### src/core/orient_pkg.sv
package orient_pkg;
    // register byte offsets on the wishbone slave
    localparam logic [7:0] CTRL_OFF      = 8'h00; // control bits
    localparam logic [7:0] STATUS_OFF    = 8'h04; // status, read only
    localparam logic [7:0] ZONE_OFF      = 8'h08; // in-position zone width
    localparam logic [7:0] SHIFT_OFF     = 8'h0C; // position shift
    localparam logic [7:0] ENC_OFF       = 8'h10; // encoder pulses per rev
    localparam logic [7:0] GEAR_OFF      = 8'h14; // machine/motor teeth
    localparam logic [7:0] SERVO_OFF     = 8'h18; // p gain, comp gain
    localparam logic [7:0] INTEG_OFF     = 8'h1C; // integral time, ms
    localparam logic [7:0] LOOP_OFF      = 8'h20; // loop gain, decel ratio
    localparam logic [7:0] SWSPD_OFF     = 8'h24; // switchover speed
    localparam logic [7:0] BRAKE_OFF     = 8'h28; // brake time, display sel
    localparam logic [7:0] POS_OFF       = 8'h2C; // position count, read
    localparam logic [7:0] SPEED_OFF     = 8'h30; // measured speed, write
    // reset values
    localparam logic [15:0] ZONE_RST     = 16'h000B; // 11 counts
    localparam logic [15:0] SHIFT_RST    = 16'h0000;
    localparam logic [15:0] ENC_RST      = 16'h0400; // 1024 pulses
    localparam logic [15:0] GEAR_RST     = 16'h0001; // 1 tooth each
    localparam logic [15:0] PGAIN_RST    = 16'h003C; // 60
    localparam logic [15:0] INTEG_RST    = 16'h014D; // 0.333 s in ms
    localparam logic [15:0] COMP_RST     = 16'h0001; // 1
    localparam logic [15:0] LOOP_RST     = 16'h000A; // 10
    localparam logic [15:0] DECEL_RST    = 16'h0014; // 20
    localparam logic [15:0] SWSPD_RST    = 16'h00C8; // 200
    localparam logic [15:0] BTIME_RST    = 16'h0005; // brake time
    localparam logic [15:0] BTIME_EXT    = 16'h22B8; // 8888 external sel
    localparam logic [7:0]  DISP_POS     = 8'h13;    // 19 position monitor
    localparam logic [7:0]  DISP_RST     = 8'h00;
    // control and status bit positions
    localparam int CTRL_BRAKE_EN  = 0; // brake settings operate the brake
    localparam int CTRL_FAULT_CLR = 1; // write 1 clears encoder fault
    localparam int ST_ACTIVE  = 0;
    localparam int ST_DONE    = 1;
    localparam int ST_FAULT   = 2;
    localparam int ST_BRAKE   = 3;
    localparam int ST_PID_OFF = 4;
    localparam int ST_PI_MODE = 5;
    localparam int ST_POSCTL  = 6;
    // no-encoder watchdog: 100 ms at 20 MHz
    localparam int CLK_HZ        = 20_000_000;
    localparam int ENC_TMO_MS    = 100;
    localparam int ENC_TMO_CYC   = CLK_HZ / 1000 * ENC_TMO_MS;
    // orientation sequencer states
    typedef enum logic [4:0] {
        S_IDLE  = 5'b00001,
        S_DECEL = 5'b00010,
        S_INDEX = 5'b00100,
        S_POS   = 5'b01000,
        S_HOLD  = 5'b10000
    } orient_state_e;
endpackage : orient_pkg

### src/core/sync2.sv
`timescale 1ns/1ns
`default_nettype none
// two-flop synchroniser for pin inputs, one per bit
module sync2 #(
    parameter int W = 1
) (
    input  wire logic         clk_i,
    input  wire logic         rst_i,
    input  wire logic [W-1:0] d_i,
    output logic      [W-1:0] q_o
);
    logic [W-1:0] meta_reg; // first stage, read only by q_o
    // two stages, cleared by synchronous reset
    always_ff @(posedge clk_i) begin
        if (rst_i) begin
            meta_reg <= '0;
            q_o      <= '0;
        end else begin
            meta_reg <= d_i;
            q_o      <= meta_reg;
        end
    end
endmodule : sync2
`default_nettype wire

### src/core/quad_counter.sv
`timescale 1ns/1ns
`default_nettype none
// quadrature decoder: x4 counting of synchronised a/b phases
module quad_counter (
    input  wire logic        clk_i,
    input  wire logic        rst_i,
    input  wire logic        a_i,      // synchronised phase a
    input  wire logic        b_i,      // synchronised phase b
    input  wire logic        clear_i,  // zero the count (index lock)
    output logic      [15:0] count_o,  // signed position count
    output logic             step_o    // pulse on any counted edge
);
    logic a_d_reg; // previous phase a
    logic b_d_reg; // previous phase b
    logic inc;     // forward edge
    logic dec;     // reverse edge
    // gray transition decoding
    always_comb begin
        inc = (a_i ^ a_d_reg ^ b_i ^ b_d_reg) & (a_i ^ b_d_reg);
        dec = (a_i ^ a_d_reg ^ b_i ^ b_d_reg) & ~(a_i ^ b_d_reg);
    end
    // previous phase capture
    always_ff @(posedge clk_i) begin
        if (rst_i) begin
            a_d_reg <= 1'b0;
            b_d_reg <= 1'b0;
        end else begin
            a_d_reg <= a_i;
            b_d_reg <= b_i;
        end
    end
    // count and step pulse
    always_ff @(posedge clk_i) begin
        if (rst_i) begin
            count_o <= 16'h0000;
            step_o  <= 1'b0;
        end else begin
            step_o <= inc | dec;
            if (clear_i)
                count_o <= 16'h0000;
            else if (inc)
                count_o <= count_o + 16'h0001;
            else if (dec)
                count_o <= count_o - 16'h0001;
        end
    end
endmodule : quad_counter
`default_nettype wire

### src/core/spindle_orientation_control.sv
// Operation
// - done output when position inside target zone
// - zone width drives the done output and the entry to hold
// - shift offsets target by quadrature counts
// - servo parameters reset to documented defaults
// - comp gain zero selects pi control
// - switch to position at switchover speed
// - orientation ends when orient command drops
// - orientation forces brake despite external select
// - no completion while brake settings disable it
// - pid control disabled while orientation active
// - trip no-encoder fault when encoder silent
// - display select 19 shows position count
// - confirm index pulse before position control
`timescale 1ns/1ns
`default_nettype none
module spindle_orientation_control
    import orient_pkg::*;
#(
    parameter int ENC_TMO = orient_pkg::ENC_TMO_CYC // no-encoder timeout
) (
    input  wire logic        clk_i,
    input  wire logic        rst_i,
    // wishbone classic slave
    input  wire logic        cyc_i,
    input  wire logic        stb_i,
    input  wire logic        we_i,
    input  wire logic [7:0]  adr_i,
    input  wire logic [3:0]  sel_i,
    input  wire logic [31:0] dat_i,
    output logic      [31:0] dat_o,
    output logic             ack_o,
    // encoder and command pins
    input  wire logic        enc_a_i,
    input  wire logic        enc_b_i,
    input  wire logic        enc_z_i,
    input  wire logic        orient_command_i,
    input  wire logic        forward_start_i,
    input  wire logic        reverse_start_i,
    input  wire logic        dc_brake_external_select_i,
    // drive outputs
    output logic             orient_done_output_o,
    output logic             no_encoder_fault_o,
    output logic             dc_brake_o,
    output logic             pid_enable_o,
    output logic             position_mode_o,
    output logic             pi_mode_o,
    output logic      [15:0] position_error_o,
    output logic      [15:0] display_data_o
);
    import orient_pkg::*;

    // refuse a timeout the watchdog counter cannot serve
    if (ENC_TMO < 1) begin : g_bad_tmo
        $error("ENC_TMO must be at least one cycle");
    end

    // synchronised pins
    logic [6:0] pins_s;
    logic a_s, b_s, z_s, ocmd_s, fwd_s, rev_s, bext_s;
    sync2 #(.W(7)) u_sync (
        .clk_i (clk_i),
        .rst_i (rst_i),
        .d_i   ({enc_a_i, enc_b_i, enc_z_i, orient_command_i,
                 forward_start_i, reverse_start_i,
                 dc_brake_external_select_i}),
        .q_o   (pins_s)
    );
    assign {a_s, b_s, z_s, ocmd_s, fwd_s, rev_s, bext_s} = pins_s;

    // parameter registers
    logic        brake_en_reg;   // brake settings operate the brake
    logic [15:0] zone_reg;       // in-position zone, counts
    logic [15:0] shift_reg;      // position shift, counts
    logic [15:0] enc_reg;        // encoder pulses per rev
    logic [15:0] mgear_reg;      // machine side teeth
    logic [15:0] tgear_reg;      // motor side teeth
    logic [15:0] pgain_reg;      // speed p gain
    logic [15:0] comp_reg;       // lag/advance gain
    logic [15:0] integ_reg;      // integral time, ms
    logic [15:0] loop_reg;       // position loop gain
    logic [15:0] decel_reg;      // deceleration ratio
    logic [15:0] swspd_reg;      // switchover speed
    logic [15:0] btime_reg;      // dc brake time
    logic [7:0]  disp_reg;       // display select
    logic [15:0] speed_reg;      // measured speed from speed loop
    logic        fault_clr;      // write strobe clearing the fault

    // state
    orient_state_e state_reg, state_next;
    logic [15:0] pos_count;      // quadrature position
    logic        enc_step;       // encoder edge pulse
    logic        z_d_reg;        // previous index level
    logic        index_rise;     // index edge
    logic        lock_clear;     // zero counter at index
    logic        fault_reg;      // no-encoder trip
    logic [31:0] tmo_reg;        // silence counter
    logic [15:0] target;         // shifted target
    logic [15:0] diff;           // signed error
    logic [15:0] abs_diff;       // magnitude of error
    logic        in_zone;        // inside zone
    logic        brake_cfg_ok;   // brake settings operate
    logic        wb_req;         // valid bus cycle

    assign wb_req = cyc_i & stb_i & ~ack_o;

    // bus ack: one cycle after request, drops next cycle
    always_ff @(posedge clk_i) begin
        if (rst_i)
            ack_o <= 1'b0;
        else
            ack_o <= wb_req;
    end

    // register writes, all fields whenever sel_i[0] is set
    always_ff @(posedge clk_i) begin
        if (rst_i) begin
            brake_en_reg <= 1'b1;
            zone_reg     <= ZONE_RST;
            shift_reg    <= SHIFT_RST;
            enc_reg      <= ENC_RST;
            mgear_reg    <= GEAR_RST;
            tgear_reg    <= GEAR_RST;
            pgain_reg    <= PGAIN_RST;
            comp_reg     <= COMP_RST;
            integ_reg    <= INTEG_RST;
            loop_reg     <= LOOP_RST;
            decel_reg    <= DECEL_RST;
            swspd_reg    <= SWSPD_RST;
            btime_reg    <= BTIME_RST;
            disp_reg     <= DISP_RST;
            speed_reg    <= 16'h0000;
        end else if (wb_req && we_i && sel_i[0]) begin
            unique case (adr_i)
                CTRL_OFF:  brake_en_reg <= dat_i[CTRL_BRAKE_EN];
                ZONE_OFF:  zone_reg  <= dat_i[15:0];
                SHIFT_OFF: shift_reg <= dat_i[15:0];
                ENC_OFF:   enc_reg   <= dat_i[15:0];
                GEAR_OFF: begin
                    // values above 32767 are the writer's concern
                    mgear_reg <= dat_i[15:0];
                    tgear_reg <= dat_i[31:16];
                end
                SERVO_OFF: begin
                    pgain_reg <= dat_i[15:0];
                    comp_reg  <= dat_i[31:16];
                end
                INTEG_OFF: integ_reg <= dat_i[15:0];
                LOOP_OFF: begin
                    // range 5..20 and 5..50 is software's job
                    loop_reg  <= dat_i[15:0];
                    decel_reg <= dat_i[31:16];
                end
                SWSPD_OFF: swspd_reg <= dat_i[15:0];
                BRAKE_OFF: begin
                    btime_reg <= dat_i[15:0];
                    disp_reg  <= dat_i[23:16];
                end
                SPEED_OFF: speed_reg <= dat_i[15:0];
                default: ;                              // ignored
            endcase
        end
    end

    assign fault_clr = wb_req & we_i & sel_i[0] & (adr_i == CTRL_OFF)
                       & dat_i[CTRL_FAULT_CLR];

    // read mux, unmapped reads zero
    always_ff @(posedge clk_i) begin
        if (rst_i) begin
            dat_o <= 32'h0000_0000;
        end else if (wb_req && !we_i) begin
            unique case (adr_i)
                CTRL_OFF:   dat_o <= {31'h0000_0000, brake_en_reg};
                STATUS_OFF: dat_o <= {25'h000_0000, position_mode_o,
                                      pi_mode_o, ~pid_enable_o,
                                      dc_brake_o, fault_reg,
                                      orient_done_output_o,
                                      state_reg != S_IDLE};
                ZONE_OFF:   dat_o <= {16'h0000, zone_reg};
                SHIFT_OFF:  dat_o <= {16'h0000, shift_reg};
                ENC_OFF:    dat_o <= {16'h0000, enc_reg};
                GEAR_OFF:   dat_o <= {tgear_reg, mgear_reg};
                SERVO_OFF:  dat_o <= {comp_reg, pgain_reg};
                INTEG_OFF:  dat_o <= {16'h0000, integ_reg};
                LOOP_OFF:   dat_o <= {decel_reg, loop_reg};
                SWSPD_OFF:  dat_o <= {16'h0000, swspd_reg};
                BRAKE_OFF:  dat_o <= {8'h00, disp_reg, btime_reg};
                POS_OFF:    dat_o <= {16'h0000, pos_count};
                SPEED_OFF:  dat_o <= {16'h0000, speed_reg};
                default:    dat_o <= 32'h0000_0000;
            endcase
        end
    end

    // encoder counting, zeroed at the locked index
    quad_counter u_quad (
        .clk_i   (clk_i),
        .rst_i   (rst_i),
        .a_i     (a_s),
        .b_i     (b_s),
        .clear_i (lock_clear),
        .count_o (pos_count),
        .step_o  (enc_step)
    );

    // index edge detect on the synchronised level
    always_ff @(posedge clk_i) begin
        if (rst_i)
            z_d_reg <= 1'b0;
        else
            z_d_reg <= z_s;
    end
    assign index_rise = z_s & ~z_d_reg;
    assign lock_clear = (state_reg == S_INDEX) & index_rise;

    // sequencer transitions
    always_comb begin
        state_next = state_reg;
        unique case (state_reg)
            S_IDLE:  if (ocmd_s && !fault_reg)
                         state_next = S_DECEL;
            S_DECEL: if (speed_reg <= swspd_reg)
                         state_next = S_INDEX;
            S_INDEX: if (index_rise)
                         state_next = S_POS;
            S_POS:   if (in_zone)
                         state_next = S_HOLD;
            S_HOLD:  state_next = S_HOLD;
        endcase
        // command release ends at once, fault trips
        if (!ocmd_s || fault_reg)
            state_next = S_IDLE;
    end

    // state register
    always_ff @(posedge clk_i) begin
        if (rst_i)
            state_reg <= S_IDLE;
        else
            state_reg <= state_next;
    end

    // no-encoder watchdog, set wins over clear
    always_ff @(posedge clk_i) begin
        if (rst_i) begin
            tmo_reg   <= 32'h0000_0000;
            fault_reg <= 1'b0;
        end else begin
            if (!ocmd_s || enc_step || index_rise)
                tmo_reg <= 32'h0000_0000;
            else if (tmo_reg < 32'(ENC_TMO))
                tmo_reg <= tmo_reg + 32'h0000_0001;
            if (ocmd_s && tmo_reg == 32'(ENC_TMO - 1))
                fault_reg <= 1'b1;
            else if (fault_clr)
                fault_reg <= 1'b0;
        end
    end

    // target and zone test
    assign target   = shift_reg;
    assign diff     = pos_count - target;
    assign abs_diff = diff[15] ? 16'(~diff + 16'h0001) : diff;
    assign in_zone  = abs_diff <= zone_reg;
    assign brake_cfg_ok = brake_en_reg & (btime_reg != 16'h0000);

    // outputs from flip-flops
    always_ff @(posedge clk_i) begin
        if (rst_i) begin
            orient_done_output_o <= 1'b0;
            no_encoder_fault_o   <= 1'b0;
            dc_brake_o           <= 1'b0;
            pid_enable_o         <= 1'b1;
            position_mode_o      <= 1'b0;
            pi_mode_o            <= 1'b0;
            position_error_o     <= 16'h0000;
            display_data_o       <= 16'h0000;
        end else begin
            // zone gates the flag and the entry to hold, servo error is unaffected
            orient_done_output_o <= (state_reg == S_HOLD) && in_zone
                                    && brake_cfg_ok;
            no_encoder_fault_o   <= fault_reg;
            // brake in hold, independent of external select
            if (state_reg == S_HOLD)
                dc_brake_o <= brake_cfg_ok;
            else if (btime_reg == BTIME_EXT)
                dc_brake_o <= 1'b0;
            else
                dc_brake_o <= 1'b0;
            pid_enable_o    <= (state_reg == S_IDLE);
            position_mode_o <= (state_reg == S_POS) ||
                               (state_reg == S_HOLD);
            pi_mode_o       <= (comp_reg == 16'h0000);
            position_error_o <= diff;
            display_data_o   <= (disp_reg == DISP_POS) ?
                                pos_count : 16'h0000;
        end
    end

    // external brake select drives nothing, only this unused sink
    logic unused_ok;
    assign unused_ok = bext_s & fwd_s & rev_s & |enc_reg & |mgear_reg
                       & |tgear_reg & |pgain_reg & |integ_reg
                       & |loop_reg & |decel_reg & |sel_i[3:1];
endmodule : spindle_orientation_control
`default_nettype wire

### config.mk
export PLATFORM = sky130hd
export DESIGN_NAME = spindle_orientation_control
export DESIGN_NICKNAME = d
export VERILOG_FILES = /design/src/core/orient_pkg.sv /design/src/core/sync2.sv /design/src/core/quad_counter.sv /design/src/core/spindle_orientation_control.sv
export SDC_FILE = /design/constraint.sdc
export NUM_CORES = 1
export LEC_CHECK = 0
export ABC_AREA = 1
export BUFFER_PORTS_ARGS = -buffer_cell sky130_fd_sc_hd__clkbuf_2
export CAP_MARGIN = 10
export CORE_MARGIN = 2
export CORE_UTILIZATION = 59
export DETAILED_ROUTE_END_ITERATION = 6
export PLACE_DENSITY = 0.79
export SETUP_SLACK_MARGIN = 0.1
export SLEW_MARGIN = 20
export SYNTH_ARGS = -nofsm -noshare
export SYNTH_HDL_FRONTEND = slang
export SYNTH_HIERARCHICAL = 1
export SYNTH_SLANG_ARGS = --single-unit
### constraint.sdc
create_clock -name clk_i -period 8 [get_ports clk_i]
set_input_delay 1.2 -clock clk_i [delete_from_list [all_inputs] [get_ports clk_i]]
set_output_delay 1.2 -clock clk_i [all_outputs]
set_load 0.05 [all_outputs]
=== Word level (Yosys, flattened, before mapping) ===
Cells that the tools add are included.

* Flip-flop bits (word level): 360
* Bits in latches: 0
* RAM bits: 0
* ROM bits: 0
* Output and inout bits: 71
* Logic and storage cells: 137
* Memories kept: 0

* $add $sub $neg: 5
* $mul: 0
* Divide/modulo/power cells: 0
* Magnitude comparators: 3
* Equal/unequal tests: 24
* Shift operators: 0
* Multiplexer cells: 11
* Bitwise logic cells: 23
* Reductions and logical operators: 36

{| class="wikitable"
|+ Operator list
! cell !! count
|-
| case mux 32 bit (13 select lines) || 1
|-
| 2-to-1 mux 16 bit || 3
|-
| equality test 8 x 5 -> 1 bit (second input constant) || 5
|-
| equality test 8 x 6 -> 1 bit (second input constant) || 5
|-
| adder 16 x 1 -> 16 bit (second input constant) || 2
|-
| adder 32 x 1 -> 32 bit (second input constant) || 1
|-
| equality test 32 x 21 -> 1 bit (second input constant) || 1
|-
| less-or-equal comparator 16 bit || 2
|-
| < comparator 32 x 21 -> 1 bit (second input constant) || 1
|-
| case mux 5 bit (5 select lines) || 1
|-
| AND reduction 2 bit || 11
|-
| 2-to-1 mux 5 bit || 4
|-
| equality test 8 x 4 -> 1 bit (second input constant) || 2
|-
| zero test 16 bit || 1
|-
| NOT 16 bit || 1
|-
| nonzero test 16 bit || 1
|-
| subtractor 16 x 1 -> 16 bit (second input constant) || 1
|-
| subtractor 16 bit || 1
|-
| bitwise AND 1 bit || 11
|-
| OR reduction 2 bit || 5
|-
| equality test 8 x 3 -> 1 bit (second input constant) || 1
|-
| zero test 8 bit || 1
|-
| inequality test 2 bit (second input constant) || 4
|-
| logical AND 1 bit || 7
|-
| other kinds (14) || 29
|}

=== Depth between registers and ports, before layout ===
* Depth in word-level cells: 8
* Mapped depth: 30

=== Modules after synthesis ===
Netlist, hierarchy kept.

{| class="wikitable"
|+ By module, submodules not included
! module !! instances !! cells each !! area each (µm²) !! seq. area each (µm²)
|-
| spindle_orientation_control || 1 || 2142 || 15292.2 || 6546.3
|-
| quad_counter || 1 || 264 || 1639.1 || 380.4
|-
| sync2 || 1 || 43 || 396.6 || 280.3
|}

=== Least setup slack after synthesis ===
No wires, ideal clock.

* Kind: register to register
* Start point: register u_quad.count_o[0]
* End point: register state_reg[2]
* Arrival time: 3.210 ns
* Data required time: 7.887 ns
* Path slack: 4.678 ns
* Cell stages (with the launch flop): 28
* Period minus slack after synthesis: 3.322 ns
* Cell sequence: dfxtp_1 > inv_1 > ha_1 > inv_1 > fa_1 > inv_1 > ha_1 > inv_1 > nor2_1 > nand3_1 > nor2_1 > nand2_2 > nor2_4 > nand3_2 > nand3_1 > nand2_1 > ha_1 > nand2_1 > inv_1 > nand3_1 > nor3_1 > nand2_1 > nand2_1 > nand2_1 > nor2_1 > nor2_1 > nor2_1 > nor2_1

* Longest elaborated chain between the ends: 7

{| class="wikitable"
|+ Ends and longest elaborated chain
! element !! line !! RTL
|-
| from (decl) || quad_counter.sv:10 || <nowiki>output logic [15:0] count_o,</nowiki>
|-
| from (signal assigned) || quad_counter.sv:42 || <nowiki>count_o <= count_o + 16'h0001;</nowiki>
|-
| from (signal assigned) || quad_counter.sv:44 || <nowiki>count_o <= count_o - 16'h0001;</nowiki>
|-
| subtractor 16 bit * || spindle_orientation_control.sv:263 || <nowiki>assign diff = pos_count - target;</nowiki>
|-
| via diff[1] || spindle_orientation_control.sv:99 || <nowiki>logic [15:0] diff;</nowiki>
|-
| NOT 16 bit || spindle_orientation_control.sv:264 || <nowiki>assign abs_diff = diff[15] ? 16'(~diff + 16'h0001) : diff;</nowiki>
|-
| adder 16 x 1 -> 16 bit || spindle_orientation_control.sv:264 ||
|-
| 2-to-1 mux 16 bit * || spindle_orientation_control.sv:264 ||
|-
| less-or-equal comparator 16 bit * || spindle_orientation_control.sv:265 || <nowiki>assign in_zone = abs_diff <= zone_reg;</nowiki>
|-
| inequality test 2 bit (no line) * || -- ||
|-
| AND reduction 4 bit (no line) * || -- ||
|-
| to (signal assigned) || spindle_orientation_control.sv:241 || <nowiki>state_reg <= state_next;</nowiki>
|-
| to (decl) || spindle_orientation_control.sv:90 || <nowiki>orient_state_e state_reg, state_next;</nowiki>
|}

Mark *: on every way through the listed nets, which the timed path passes. The rest lies on a longest branch.
A chain may end at the register's enable or synchronous reset.

=== Worst setup path after layout ===
* Start point: register u_quad.count_o[0]
* End point: register state_reg[4]

Same word-level chain as after synthesis.

==> flow_summary.yaml <==
placement:
  portBuffers: 120
  hpwl_mm: 34.8
  place_inst: 2838
  gp_congestion: 0.965
clocking:
  tritoncts: "yes"
  cts.sinks: 354
  cts_root_buffer: "clkbuf_16"
  clkTransAtPathRegs_ps: 70
  postCtsSetupBuffers: 0
  clk_latency_ps: 540
  ctsResizeCount: 0
  hold_buffers: 0
  ctsHtreeMaxLevel: 2
  cts_buffer_depth: 3
  cts_buffers: 38
cells_and_area:
  final-instance-count-excl-fill: 2906
  drive_above_1_share: 0.105
  final_nets: 2616
  nFillCells: 2534
  area_growth_pct: 11.7
power:
  peakVddDrop_uv: 233
  powerDensity_nw_per_um2: 244
  power_mw: 4.68
  p_leak_nw: 8.42
job:
  drv_cap: 0
setup_path:
  r2r_start: "u_quad/count_o[0]$_SDFFE_PP0P_"
  r2r_slack_ps: 3560
  critPathMaxStageDelay_ps: 480
  worstSetupStartpointType: "flop"
  endpoint_kind: "flop"
  cp_max_fo: 5
  crit_slowest_cell: "dfxtp_1"
  ff2ff_path_depth: 26
  crit_top_cell: "nand2_1"
  r2r_end: "state_reg[4]$_SDFFE_PP0P_"
  cp-startpoint: "u_quad/count_o[0]$_SDFFE_PP0P_"
  path_class: "reg -> reg"
  arrival_ps: 4910
  critPathRequiredTime_ps: 8470
timing:
  grt_setup_unrepaired: "no"
  setup_viol: 0
  holdWs_ps: 403
  finClkSkew_ps: 22.5
  hold_viol: 0
  worstMarginPinSlew_ps: 1120
  fin_crit_ps: 4440
  period_share: 0.556
  fmax_ghz: 0.225
  max_slew_margin: 0.249
  fin_tns_setup_ps: 0
  finalMaxSlewViolations: 0
floorplan:
  dieHeight_um: 175
  die_w_um: 175
  start_util: 0.598
  num_rows: 62
  dieArea_sq_um: 30500
  ios: 127
  coreArea_sq_um: 28700
yosys:
  synthesis.nets: 2553
  yosysWarnings: 6
  synth.cell_area_sq_um: 17200
  synth_cells: 2431
  avgSynthCellArea_sq_um: 7.06
detailed_routing:
  vias: 16500
  drt_iter0_drc: 1739
  viasPerCell: 5.66
  dr.pass1.iters: 6
  wl_per_cell_um: 17.2
  wl_mm: 49.8
  ant_nets: 0
  post-route-drc-count: 0
grt:
  grt_pass1_wl_mm: 77.9
  antenna_found_initial: 2
  grt_max_degree: 127
  grt_pass1_vias: 15000
  grtUsageTotal: 0.320
  grt_overflow: 0
hold_path:
  hold-path-endpoint: "u_sync/q_o[6]$_SDFF_PP0_"
  hold_start: "u_sync/meta_reg[6]$_SDFF_PP0_"
  holdPathStages: 2
  hold_class: "reg -> reg"
run_status:
  status: "completed"
[metrics by stage]
step	cell area (sq um)	utilization	worst slack, ps
after floorplan	17200	-	4680
after global placement	17800	0.621	3900
after detailed placement	17800	0.621	3790
after CTS	19200	0.668	3710
after global routing	19200	0.668	3190
final	19200	0.668	3560
[area by class of cell]
cell class / instances / area [sq um] / share of cell area
Antenna cell: 1 / 2.50 / 0.000131
Clock buffer: 49 / 1040 / 0.0544
Clock inverter: 18 / 297 / 0.0155
Inverter: 292 / 1100 / 0.0574
Multi-Input combinational cell: 1679 / 8490 / 0.443
Sequential cell: 354 / 7090 / 0.370
Tap cell: 384 / 480 / 0.0251
Timing Repair Buffer: 129 / 668 / 0.0349
[placed cells by master, fill, tap and decap left out, types with 11 or more instances in the layout]
cell       count
xor2_1        19
o21ai_1       23
a21oi_1      246
o211ai_1      30
clkinv_1      14
o21ai_0      242
ha_1          64
inv_1        256
clkbuf_2     120
nor3_1        15
clkbuf_16     38
nand2_1      503
nand4_1       27
nand2_2       14
nor2_2        11
nor2_1       274
nand3_1      108
inv_2         20
dfxtp_1      354
nor4_1        13
[where the power goes]
group / total, mW / internal [mW] / switching, mW
Sequential: 1.83 / 1.80 / 0.0299
Combinational: 0.995 / 0.312 / 0.683
Clock: 1.86 / 1.13 / 0.735
[layer usage]
| metal | track usage | vias up | part of all wire |
|---|---|---|---|
| met2 | 0.508 | 725 | 0.45 |
| met1 | 0.432 | 7558 | 0.42 |
| met3 | 0.0610 | 121 | 0.094 |
| li1 | - | 8055 | - |
| met4 | 0.126 | 2 | 0.037 |
| met5 | 0 | - | 0.00026 |
[critical path, delay by kind of cell (launching register included)]
kind	cells	cell delay [ps]
adders and majority gates	3	860
buffers and inverters	4	480
DFF	1	480
and+or+nand+nor	19	2550
[how the worst max path moves through the flow]
| stage | endpoint | slack [ps] | depth (start not counted) |
|---|---|---|---|
| floorplan | state_reg[2]$_SDFFE_PP0P_ | 4680 | 27 |
| global placement | state_reg[4]$_SDFFE_PP0P_ | 3900 | 26 |
| detailed placement | state_reg[4]$_SDFFE_PP0P_ | 3790 | 26 |
| CTS | state_reg[4]$_SDFFE_PP0P_ | 3710 | 26 |
| global route | state_reg[4]$_SDFFE_PP0P_ | 3190 | 26 |
| finish | state_reg[4]$_SDFFE_PP0P_ | 3560 | 26 |
Note: power is estimated with default switching activity, not from simulation.
